### src/inc/can_mode_pkg.sv
// Purpose: Constants shared by the CAN mode and transmit-buffer block.
// Assumes: 16-bit registers on a small word-addressed register port.
// Notes: Mode codes for the unsupported modes are not listed here.
package can_mode_pkg;

// ****************************************
// Register map
// ****************************************
localparam logic [2:0] ADDR_MODE = 3'h0;
localparam logic [2:0] ADDR_FILT = 3'h1;
localparam logic [2:0] ADDR_TXCTL = 3'h2;
localparam logic [2:0] ADDR_ISTAT = 3'h3;
localparam logic [2:0] ADDR_IMASK = 3'h4;
localparam logic [2:0] ADDR_ERRCNT = 3'h5;
localparam logic [15:0] FILT_RESET = 16'h0000;
localparam logic [7:0] TXCTL_RESET = 8'h00;

// ****************************************
// Mode fields and states
// ****************************************
localparam int REQ_LSB = 8;
localparam int READBACK_LSB = 5;
localparam logic [2:0] REQ_NORMAL = 3'h0;
localparam logic [2:0] REQ_LOOPBACK = 3'h2;
localparam logic [2:0] REQ_LISTEN_ONLY = 3'h3;
localparam logic [2:0] REQ_LISTEN_ALL = 3'h7;
typedef enum logic [3:0] {
    MODE_NORMAL = 4'b0001,
    MODE_LOOPBACK = 4'b0010,
    MODE_LISTEN_ONLY = 4'b0100,
    MODE_LISTEN_ALL = 4'b1000
} mode_e;
localparam logic [3:0] IDLE_BITS = 4'hb;

// ****************************************
// Transmit buffer byte and filter pointer fields
// ****************************************
localparam int NUM_TXBUF = 2;
localparam int BUF_BITS = 8;
localparam int DIR_BIT = 7;
localparam int ABT_BIT = 6;
localparam int LARB_BIT = 5;
localparam int ERR_BIT = 4;
localparam int REQ_BIT = 3;
localparam int RTR_BIT = 2;
localparam int PRI_LSB = 0;
localparam int DEST_BITS = 4;
localparam logic [3:0] FIFO_CODE = 4'hf;

// ****************************************
// Interrupt bits and error counter steps
// ****************************************
localparam int IRQ_W = 4;
localparam int IRQ_MODE = 0;
localparam int IRQ_TXOK = 1;
localparam int IRQ_TXERR = 2;
localparam int IRQ_RXPART = 3;
localparam logic [7:0] TX_ERR_STEP = 8'h08;
localparam logic [7:0] RX_ERR_STEP = 8'h01;
localparam logic [7:0] CNT_MAX = 8'hff;

endpackage

### src/can_mode_tx_ctrl.sv
// Purpose: Operating modes, transmit buffer control and filter routing.
// Assumes: A protocol engine beside it supplies bit ticks and events.
// Notes: Register read data appears the cycle after the read strobe.
module can_mode_tx_ctrl (
    input wire logic ref_clk,
    input wire logic reset_n,
    input wire logic [2:0] reg_addr,
    input wire logic [15:0] reg_wdata,
    input wire logic reg_wr,
    input wire logic reg_rd,
    output logic [15:0] reg_rdata,
    input wire logic bit_tick,
    input wire logic engine_tx,
    input wire logic [1:0] tx_ok,
    input wire logic [1:0] tx_err,
    input wire logic [1:0] tx_lost,
    input wire logic [1:0] abort_ack,
    input wire logic [1:0] remote_match,
    input wire logic rx_ok,
    input wire logic rx_err,
    input wire logic hit_valid,
    input wire logic [1:0] hit_filter,
    input wire logic bus_receive_pin,
    output logic bus_transmit_pin_out,
    output logic bus_transmit_pin_oe,
    output logic engine_rx,
    output logic ack_enable,
    output logic error_flag_enable,
    output logic accept_all,
    output logic partial_copy,
    output logic tx_pending,
    output logic tx_index,
    output logic [1:0] abort_req,
    output logic dest_valid,
    output logic dest_fifo,
    output logic [3:0] dest_buffer,
    output logic irq
);

// ****************************************
// Declarations
// ****************************************
localparam int IRQ_W_L = can_mode_pkg::IRQ_W;
can_mode_pkg::mode_e mode_reg;
can_mode_pkg::mode_e mode_next;
logic [2:0] req_field_reg;
logic [2:0] readback;
logic [3:0] idle_cnt_reg;
logic idle;
logic rx_now;
logic [15:0] filt_reg;
logic [1:0] dir_v;
logic [1:0] req_v;
logic [1:0] pri_v [2];
logic [15:0] txctl_v;
logic [IRQ_W_L-1:0] istat_reg;
logic [IRQ_W_L-1:0] imask_reg;
logic [IRQ_W_L-1:0] ev;
logic [7:0] tec_reg;
logic [7:0] rec_reg;
logic cnt_en;
logic txctl_wr;
logic sel_valid;
logic sel_idx;
logic [3:0] dest_code;

// ****************************************
// Mode control
// ****************************************
// Decodes the requested code; unsupported codes keep the present mode.
always_comb
begin
    mode_next = mode_reg;
    case (req_field_reg)
        can_mode_pkg::REQ_NORMAL: mode_next = can_mode_pkg::MODE_NORMAL;
        can_mode_pkg::REQ_LOOPBACK: mode_next = can_mode_pkg::MODE_LOOPBACK;
        can_mode_pkg::REQ_LISTEN_ONLY: mode_next = can_mode_pkg::MODE_LISTEN_ONLY;
        can_mode_pkg::REQ_LISTEN_ALL: mode_next = can_mode_pkg::MODE_LISTEN_ALL;
        default: mode_next = mode_reg;
    endcase
end

// Encodes the entered mode for the read-back field.
always_comb
begin
    case (mode_reg)
        can_mode_pkg::MODE_NORMAL: readback = can_mode_pkg::REQ_NORMAL;
        can_mode_pkg::MODE_LOOPBACK: readback = can_mode_pkg::REQ_LOOPBACK;
        can_mode_pkg::MODE_LISTEN_ONLY: readback = can_mode_pkg::REQ_LISTEN_ONLY;
        can_mode_pkg::MODE_LISTEN_ALL: readback = can_mode_pkg::REQ_LISTEN_ALL;
        default: readback = can_mode_pkg::REQ_NORMAL;
    endcase
end

// The level the engine samples; loopback takes its own transmit level.
assign rx_now = (mode_reg == can_mode_pkg::MODE_LOOPBACK) ? engine_tx : bus_receive_pin;
assign idle = (idle_cnt_reg == can_mode_pkg::IDLE_BITS);

// Counts consecutive recessive bits, saturating at the idle figure.
always_ff @(posedge ref_clk or negedge reset_n)
begin
    if (!reset_n)
        idle_cnt_reg <= 4'h0;
    else if (bit_tick)
    begin
        if (!rx_now)
            idle_cnt_reg <= 4'h0;
        else if (!idle)
            idle_cnt_reg <= idle_cnt_reg + 4'h1;
    end
end

// Holds the request and moves to the new mode only on an idle bus.
always_ff @(posedge ref_clk or negedge reset_n)
begin
    if (!reset_n)
    begin
        req_field_reg <= can_mode_pkg::REQ_NORMAL;
        mode_reg <= can_mode_pkg::MODE_NORMAL;
    end
    else
    begin
        if (reg_wr && reg_addr == can_mode_pkg::ADDR_MODE)
            req_field_reg <= reg_wdata[can_mode_pkg::REQ_LSB +: 3];
        if (idle)
            mode_reg <= mode_next;
    end
end

// ****************************************
// Pins and engine controls
// ****************************************
// Normal mode drives the pin; listen-only and loopback release it.
always_ff @(posedge ref_clk or negedge reset_n)
begin
    if (!reset_n)
    begin
        bus_transmit_pin_out <= 1'b1;
        bus_transmit_pin_oe <= 1'b0;
        engine_rx <= 1'b1;
        ack_enable <= 1'b0;
        error_flag_enable <= 1'b0;
        accept_all <= 1'b0;
        partial_copy <= 1'b0;
    end
    else
    begin
        bus_transmit_pin_out <= engine_tx;
        bus_transmit_pin_oe <= (mode_reg == can_mode_pkg::MODE_NORMAL) ||
            (mode_reg == can_mode_pkg::MODE_LISTEN_ALL);
        engine_rx <= rx_now;
        ack_enable <= (mode_reg == can_mode_pkg::MODE_NORMAL) ||
            (mode_reg == can_mode_pkg::MODE_LOOPBACK);
        error_flag_enable <= (mode_reg == can_mode_pkg::MODE_NORMAL) ||
            (mode_reg == can_mode_pkg::MODE_LOOPBACK);
        accept_all <= (mode_reg == can_mode_pkg::MODE_LISTEN_ALL);
        partial_copy <= rx_err && (mode_reg == can_mode_pkg::MODE_LISTEN_ALL);
    end
end

// ****************************************
// Error counters
// ****************************************
assign cnt_en = (mode_reg == can_mode_pkg::MODE_NORMAL) ||
    (mode_reg == can_mode_pkg::MODE_LOOPBACK);

// Counts errors up and good frames down, only while errors are honoured.
always_ff @(posedge ref_clk or negedge reset_n)
begin
    if (!reset_n)
    begin
        tec_reg <= 8'h00;
        rec_reg <= 8'h00;
    end
    else if (cnt_en)
    begin
        if (|tx_err)
            tec_reg <= (tec_reg > can_mode_pkg::CNT_MAX - can_mode_pkg::TX_ERR_STEP) ?
                can_mode_pkg::CNT_MAX : tec_reg + can_mode_pkg::TX_ERR_STEP;
        else if (|tx_ok && tec_reg != 8'h00)
            tec_reg <= tec_reg - 8'h01;
        if (rx_err && rec_reg != can_mode_pkg::CNT_MAX)
            rec_reg <= rec_reg + can_mode_pkg::RX_ERR_STEP;
        else if (rx_ok && !rx_err && rec_reg != 8'h00)
            rec_reg <= rec_reg - 8'h01;
    end
end

// ****************************************
// Filter pointer routing
// ****************************************
always_ff @(posedge ref_clk or negedge reset_n)
begin
    if (!reset_n)
        filt_reg <= can_mode_pkg::FILT_RESET;
    else if (reg_wr && reg_addr == can_mode_pkg::ADDR_FILT)
        filt_reg <= reg_wdata;
end

// Filter 4 sits in the low nibble, filter 7 in the high one.
assign dest_code = filt_reg[hit_filter * can_mode_pkg::DEST_BITS +: 4];

// Presents the destination of each filter hit for one cycle.
always_ff @(posedge ref_clk or negedge reset_n)
begin
    if (!reset_n)
    begin
        dest_valid <= 1'b0;
        dest_fifo <= 1'b0;
        dest_buffer <= 4'h0;
    end
    else
    begin
        dest_valid <= hit_valid;
        dest_fifo <= hit_valid && dest_code == can_mode_pkg::FIFO_CODE;
        dest_buffer <= dest_code;
    end
end

// ****************************************
// Transmit buffers
// ****************************************
assign txctl_wr = reg_wr && reg_addr == can_mode_pkg::ADDR_TXCTL;

generate
    for (genvar b = 0; b < can_mode_pkg::NUM_TXBUF; b++)
    begin : buf_g
        logic dir_reg;
        logic abt_reg;
        logic larb_reg;
        logic err_reg;
        logic req_reg;
        logic rtr_reg;
        logic [1:0] pri_reg;
        logic abo_reg;
        logic [7:0] wb;
        assign wb = reg_wdata[b * can_mode_pkg::BUF_BITS +: 8];

        // Writable settings of the buffer.
        always_ff @(posedge ref_clk or negedge reset_n)
        begin
            if (!reset_n)
            begin
                dir_reg <= can_mode_pkg::TXCTL_RESET[can_mode_pkg::DIR_BIT];
                rtr_reg <= can_mode_pkg::TXCTL_RESET[can_mode_pkg::RTR_BIT];
                pri_reg <= can_mode_pkg::TXCTL_RESET[can_mode_pkg::PRI_LSB +: 2];
            end
            else if (txctl_wr)
            begin
                dir_reg <= wb[can_mode_pkg::DIR_BIT];
                rtr_reg <= wb[can_mode_pkg::RTR_BIT];
                pri_reg <= wb[can_mode_pkg::PRI_LSB +: 2];
            end
        end

        // Send request: clears on success or abort, any set wins.
        always_ff @(posedge ref_clk or negedge reset_n)
        begin
            if (!reset_n)
                req_reg <= 1'b0;
            else if ((txctl_wr && wb[can_mode_pkg::REQ_BIT]) ||
                     (remote_match[b] && rtr_reg))
                req_reg <= 1'b1;
            else if (tx_ok[b] || abort_ack[b])
                req_reg <= 1'b0;
        end

        // Abort request: a zero written over a set request asks to abort.
        always_ff @(posedge ref_clk or negedge reset_n)
        begin
            if (!reset_n)
                abo_reg <= 1'b0;
            else if (txctl_wr && !wb[can_mode_pkg::REQ_BIT] && req_reg)
                abo_reg <= 1'b1;
            else if (tx_ok[b] || abort_ack[b] || !req_reg)
                abo_reg <= 1'b0;
        end

        // Outcome flags of the last attempt; a new event wins over clears.
        always_ff @(posedge ref_clk or negedge reset_n)
        begin
            if (!reset_n)
            begin
                err_reg <= 1'b0;
                larb_reg <= 1'b0;
                abt_reg <= 1'b0;
            end
            else
            begin
                if (tx_err[b])
                    err_reg <= 1'b1;
                else if (tx_ok[b])
                    err_reg <= 1'b0;
                if (tx_lost[b])
                    larb_reg <= 1'b1;
                else if (tx_ok[b])
                    larb_reg <= 1'b0;
                if (abort_ack[b])
                    abt_reg <= 1'b1;
                else if (txctl_wr && wb[can_mode_pkg::REQ_BIT])
                    abt_reg <= 1'b0;
            end
        end

        assign txctl_v[b * can_mode_pkg::BUF_BITS +: 8] =
            {dir_reg, abt_reg, larb_reg, err_reg, req_reg, rtr_reg, pri_reg};
        assign dir_v[b] = dir_reg;
        assign req_v[b] = req_reg;
        assign pri_v[b] = pri_reg;
        assign abort_req[b] = abo_reg;
    end
endgenerate

// Picks the pending transmit buffer of highest priority; buffer 1 wins ties.
always_comb
begin
    sel_valid = cnt_en && |(req_v & dir_v);
    sel_idx = 1'b0;
    if (req_v[1] && dir_v[1] && (!(req_v[0] && dir_v[0]) || pri_v[1] >= pri_v[0]))
        sel_idx = 1'b1;
end

// Registers the selection handed to the engine.
always_ff @(posedge ref_clk or negedge reset_n)
begin
    if (!reset_n)
    begin
        tx_pending <= 1'b0;
        tx_index <= 1'b0;
    end
    else
    begin
        tx_pending <= sel_valid;
        tx_index <= sel_idx;
    end
end

// ****************************************
// Interrupts
// ****************************************
assign ev[can_mode_pkg::IRQ_MODE] = idle && mode_next != mode_reg;
assign ev[can_mode_pkg::IRQ_TXOK] = |tx_ok;
assign ev[can_mode_pkg::IRQ_TXERR] = |tx_err;
assign ev[can_mode_pkg::IRQ_RXPART] = rx_err && mode_reg == can_mode_pkg::MODE_LISTEN_ALL;

// Sticky status cleared by writing ones; a new event wins over the clear.
always_ff @(posedge ref_clk or negedge reset_n)
begin
    if (!reset_n)
    begin
        istat_reg <= '0;
        imask_reg <= '0;
        irq <= 1'b0;
    end
    else
    begin
        if (reg_wr && reg_addr == can_mode_pkg::ADDR_ISTAT)
            istat_reg <= (istat_reg & ~reg_wdata[IRQ_W_L-1:0]) | ev;
        else
            istat_reg <= istat_reg | ev;
        if (reg_wr && reg_addr == can_mode_pkg::ADDR_IMASK)
            imask_reg <= reg_wdata[IRQ_W_L-1:0];
        irq <= |(istat_reg & imask_reg);
    end
end

// ****************************************
// Register read port
// ****************************************
// Read data stands one cycle after the strobe; unmapped reads give zero.
always_ff @(posedge ref_clk or negedge reset_n)
begin
    if (!reset_n)
        reg_rdata <= 16'h0000;
    else if (!reg_rd)
        reg_rdata <= 16'h0000;
    else
        case (reg_addr)
            can_mode_pkg::ADDR_MODE: reg_rdata <= {5'h00, req_field_reg, readback, 5'h00};
            can_mode_pkg::ADDR_FILT: reg_rdata <= filt_reg;
            can_mode_pkg::ADDR_TXCTL: reg_rdata <= txctl_v;
            can_mode_pkg::ADDR_ISTAT: reg_rdata <= {12'h000, istat_reg};
            can_mode_pkg::ADDR_IMASK: reg_rdata <= {12'h000, imask_reg};
            can_mode_pkg::ADDR_ERRCNT: reg_rdata <= {tec_reg, rec_reg};
            default: reg_rdata <= 16'h0000;
        endcase
end
endmodule // can_mode_tx_ctrl

### config.mk
export PLATFORM = sky130hd
export DESIGN_NAME = can_mode_tx_ctrl
export DESIGN_NICKNAME = d
export VERILOG_FILES = /design/src/inc/can_mode_pkg.sv /design/src/can_mode_tx_ctrl.sv
export SDC_FILE = /design/constraint.sdc
export NUM_CORES = 1
export LEC_CHECK = 0
export ABC_AREA = 1
export BUFFER_PORTS_ARGS = -buffer_cell sky130_fd_sc_hd__buf_2
export CORE_ASPECT_RATIO = 1.75
export CORE_MARGIN = 3
export CORE_UTILIZATION = 53
export CTS_CLUSTER_SIZE = 14
export DETAILED_ROUTE_END_ITERATION = 10
export PLACE_DENSITY_LB_ADDON = 0.15
export SYNTH_ARGS = -nofsm -noshare
export SYNTH_HDL_FRONTEND = slang
export SYNTH_SLANG_ARGS = --single-unit
### constraint.sdc
create_clock -name ref_clk -period 2.3 [get_ports ref_clk]
set_input_delay 0.115 -clock ref_clk [delete_from_list [all_inputs] [get_ports ref_clk]]
set_output_delay 0.115 -clock ref_clk [all_outputs]
set_load 0.02 [all_outputs]
* Word-level counts from Yosys, hierarchy flattened *
Index checks and enable logic that the tools add are counted.

word-level totals
  register bits after elaboration = 100
  input port bits = 41
  output and inout port bits = 34
  logic and storage cells = 162

cells by class
  add/subtract/negate cells = 5
  $lt $le $gt $ge = 2
  equality and inequality tests = 17
  shift-type cells = 1
  multiplexer cells = 32
  bitwise logic cells = 6
  reductions and logical operators = 62

operators by type and width
  kind                                                 count
  case mux 16 bit (6 select lines)                     1
  2-to-1 mux 8 bit                                     5
  logical AND 1 bit                                    24
  nonzero test 2 bit                                   12
  2-to-1 mux 1 bit                                     20
  2-to-1 mux 16 bit                                    1
  case mux 4 bit (4 select lines)                      1
  nonzero test 8 bit                                   2
  indexed part select 16 x 5 -> 4 bit                  1
  subtractor 8 x 1 -> 8 bit, second input constant     2
  equality test 3 x 2 -> 1 bit, second input constant  4
  equality test 4 bit, second input constant           3
  2-to-1 mux 4 bit                                     3
  equality test 3 bit, second input constant           3
  logical OR 1 bit                                     9
  case mux 3 bit (3 select lines)                      1
  adder 8 x 1 -> 8 bit, second input constant          1
  adder 8 x 4 -> 8 bit, second input constant          1
  AND 4 bit                                            2
  > comparator 8 bit, second input constant            1
  != test 8 bit, second input constant                 1
  bitwise OR 4 bit                                     2
  zero test 1 bit                                      6
  zero test 3 bit                                      2
  other kinds (13)                                     17

* Logic depth before layout (Yosys ltp) *
  depth in word-level cells = 6
  mapped depth = 15
  gate-level depth less buffers = 15

* Worst setup path after synthesis *
No wires, ideal clock.

  kind = register to register
  start = register rec_reg[5]
  end = register rec_reg[7]
  library setup time = 0.116 ns
  arrival = 1.795 ns
  data required time = 2.184 ns
  setup slack = 0.389 ns
  cell stages (with the launch flop) = 13
  buffers on the path = 0
  period minus slack after synthesis = 1.911 ns
  cells stage by stage = dfrtp_1 > nand2_1 > nor2_1 > nand2_1 > nand2_1 > ha_1 > or2_2 > nand2_1 > o21ai_0 > nand2_1 > nand2_1 > nand2_1 > nand2_1

on the way
  longest elaborated chain between the ends = 4
  elaborated cells on any way between the ends = 10
  classes of those cells = 2 x add/sub; 1 x eq/ne; 2 x mux; 5 x reduce/logical

ends and longest elaborated chain
  item                                                               line                     RTL
  from (decl)                                                        can_mode_tx_ctrl.sv:60   logic [7:0] rec_reg;
  from (signal assigned)                                             can_mode_tx_ctrl.sv:183  rec_reg <= rec_reg + can_mode_pkg::RX_ERR_STEP;
  from (signal assigned)                                             can_mode_tx_ctrl.sv:185  rec_reg <= rec_reg - 8'h01;
  branches (longest 4 deep; another with subtractor 8 x 1 -> 8 bit)  --

Several ways; the timed one is not identified. The select of a mux whose other input is x is not followed.
A chain may end at the register's enable or synchronous reset.

* Final worst setup path *
  start = register rec_reg[2]
  end = register rec_reg[7]

Same word-level chain as after synthesis.

==> results_dict.tcl <==
set metrics [dict create \
    timing_hold_violations_final 0 \
    grt_setup_unrepaired "no" \
    groute.usage.overall_pct 25.54 \
    portBuffers 74 \
    timing.rr.start "rec_reg[2]" \
    route.detailed.drc 0 \
    layout_common_cells "sky130_fd_sc_hd__nand2_1 (202), sky130_fd_sc_hd__dfrtp_1 (96), sky130_fd_sc_hd__inv_1 (76)" \
    power_per_cell_area_nw_per_um2 853.0 \
    finish.instance_area_um2 5986 \
    initial_utilization_pct 55.17 \
    worst-r2r-setup-slack_ns 0.21 \
    fp.dieArea_um2 10780 \
    clock_path_buffers 2 \
    totalWireLength_um 12920 \
    most_common_cell_after_layout_fill_and_taps_aside "sky130_fd_sc_hd__nand2_1" \
    cts_setup_buffers 0 \
    grt_pass1_vias 4488 \
    number_of_nets_in_the_final_layout 771 \
    min_from "reg_wdata[4]" \
    min_path_cells 2 \
    multiInputGateArea_um2 2171 \
    syn_inst 625 \
    netlist_top_cells_area "sky130_fd_sc_hd__dfrtp_1 (48%), sky130_fd_sc_hd__nand2_1 (15%), sky130_fd_sc_hd__inv_1 (5.7%)" \
    capturing_element_type_of_the_critical_path "flip-flop" \
    sequential_cell_area_um2 2507 \
    irDropWorstVdd_mv 0.5564 \
    drt-vias-per-instance 5.322 \
    worstPathMaxFanout 9 \
    avgRoutedWirePerCell_um 15.36 \
    dp_hpwl_um 9765 \
    vias 4476 \
    clkSinkCount 100 \
    fin_tns_setup_ns 0 \
    final_cells 841 \
    worst_clock_skew_ns 0.004530 \
    timing.final.crit_period_ns 2.091 \
    rr_worst_depth 13 \
    final_core_utilization_pct 65.41 \
    io-pin-count 75 \
    power.static_leakage_nw 3.135 \
    grt_overflow 0 \
    rows 46 \
    syn-num-nets 680 \
    worst_setup_path_start_kind "flip-flop" \
    post-place-cells 811 \
    grt_pass1_wl_um 21390 \
    synth-warning-count 0 \
    antenna_left 0 \
    grt_start_max_net_pins 101 \
    first_pass_iters 5 \
    max_cap_viol_count 0 \
    endpoint_required_time_on_the_critical_path_ns 2.58 \
    run_status "complete, no violations" \
    mappedNetlistArea_um2 5049 \
    design.core.area_um2 9151 \
    worst_slew_pin_slew_ns 0.5376 \
    antenna_found_initial 0 \
    tritoncts.num_buffers 9 \
    placed_area_um2 5540 \
    fillerInstances 816 \
    setup_viol_count_final 0 \
    cts.root.buffer_cell "sky130_fd_sc_hd__clkbuf_16" \
    flops_latches_synth 100 \
    h-tree-depth 3 \
    clkLatencyLatePin_ns 0.34 \
    max-slew-margin-rel_pct 64.08 \
    die_y_um 135.1 \
    layout-area-overhead-vs-synth_pct 18.56 \
    min_path_type "primary input to flip-flop" \
    synthDominantAreaCellType "sky130_fd_sc_hd__dfrtp_1" \
    final_layout_size_suffix_gt1_share_pct 16.37 \
    antenna-diode-count 0 \
    cp_data_arrival_time_ns 2.37 \
    synth.avg_cell_area_um2 8.078 \
    die-width_um 79.78 \
    post-synth-top-area-fraction_pct 48.08 \
    criticalPathCategory "flip-flop to flip-flop" \
    first_iter_violations 319 \
    gp_congestion 0.8945 \
    achievable-frequency_ghz 0.4781 \
    design_power_total_mw 5.106 \
    cts_tree "yes" \
    sequential_area_share_after_synthesis_pct 49.64 \
    synth_cell_type_count 38 \
    whs_endpoint "filt_reg[4]" \
    crit-reg2reg-capture "rec_reg[7]" \
    clk_pin_slew_worst_paths_ns 0.07 \
    number_of_max_slew_violations_in_the_final_report 0 \
    layout_worst_path_cycle_share_pct 90.93 \
]
==> power breakdown <==
part / switching (mW) / internal, mW / total (mW)
registers: 0.289 / 2.03 / 2.31
clock network: 0.667 / 0.849 / 1.52
logic: 0.772 / 0.504 / 1.28
==> worst max-delay path, stage by stage (launching register included) <==
cell and delay, ns:
sky130_fd_sc_hd__dfrtp_1 0.43, sky130_fd_sc_hd__nand2_1 0.07, sky130_fd_sc_hd__nor2_1 0.12, sky130_fd_sc_hd__nand2_1 0.09
sky130_fd_sc_hd__nand2_2 0.18, sky130_fd_sc_hd__ha_1 0.31, sky130_fd_sc_hd__or2_2 0.33, sky130_fd_sc_hd__nand2_1 0.13
sky130_fd_sc_hd__nor2_1 0.05, sky130_fd_sc_hd__nor2_1 0.08, sky130_fd_sc_hd__nand3_1 0.07, sky130_fd_sc_hd__nand2_1 0.07
sky130_fd_sc_hd__nand2_1 0.05, sky130_fd_sc_hd__nand2_1 0.06
==> cell families after synthesis <==
logic type | share of synthesized area, %
simple gates | 24.49
flops | 49.64
xor+xnor | 1.735
buf+inv | 7.410
compound gates | 11.77
mux | 1.338
fa+ha+maj | 3.618
==> final cells by class <==
class | instances | share of cell area, %
clock buffer | 9 | 3.763
multi-input combinational | 433 | 36.27
inverter | 80 | 5.017
tap | 120 | 2.508
sequential | 100 | 41.89
timing repair buffer | 92 | 9.281
clock inverter | 7 | 1.275
==> worst max-delay path by stage <==
| stage | from | to | slack, ns | cells past startpoint |
|---|---|---|---|---|
| floorplan | rec_reg[5] | rec_reg[7] | 0.39 | 12 |
| global placement | rec_reg[2] | rec_reg[7] | 0.16 | 12 |
| detailed placement | rec_reg[2] | rec_reg[7] | 0.09 | 12 |
| CTS | rec_reg[2] | rec_reg[7] | 0.08 | 12 |
| global route | rec_reg[5] | rec_reg[7] | 0.009 | 13 |
| finish | rec_reg[2] | rec_reg[7] | 0.21 | 13 |
==> synthesized netlist by cell type, drive strengths merged <==
cell type	number
nand2	206
dfrtp	97
inv	77
o21ai	62
nor2	42
nand3	40
a21oi	13
ha	13
buf	11
xor2	7
mux2	6
nand4	6
o211ai	6
a22oi	4
a31oi	4
o21bai	4
a41oi	3
clkinv	3
dfstp	3
o22ai	3
or2	3
xnor2	3
o221ai	2
a211oi	1
a21o	1
clkbuf	1
fa	1
nand3b	1
nor3	1
o31ai	1
==> stage by stage <==
stage	worst slack (ns)	hold WS, ns
after floorplan	0.3887	-0.1806
after global placement	0.1571	0.2102
after detailed placement	0.09148	0.2155
after CTS	0.07605	0.01080
after global routing	0.008628	0.01539
final	0.2086	0.01816
==> layer usage <==
| metal | routed length, um | vias up | track usage, % |
|---|---|---|---|
| li1 | - | 2193 | - |
| met2 | 6997 | 124 | 46.05 |
| met1 | 5018 | 2132 | 30.28 |
| met4 | 418 | 0 | 10.15 |
| met5 | 0 | - | 0 |
| met3 | 484 | 27 | 3.338 |
==> repair_timing <==
item                                    in CTS  in global routing
resized for setup                            0                  2
endpoints found under the setup margin       0                  4
hold buffers                                14                  0
endpoints found under the hold margin      107                  0
No activity file was read; power rests on OpenSTA's default activity.
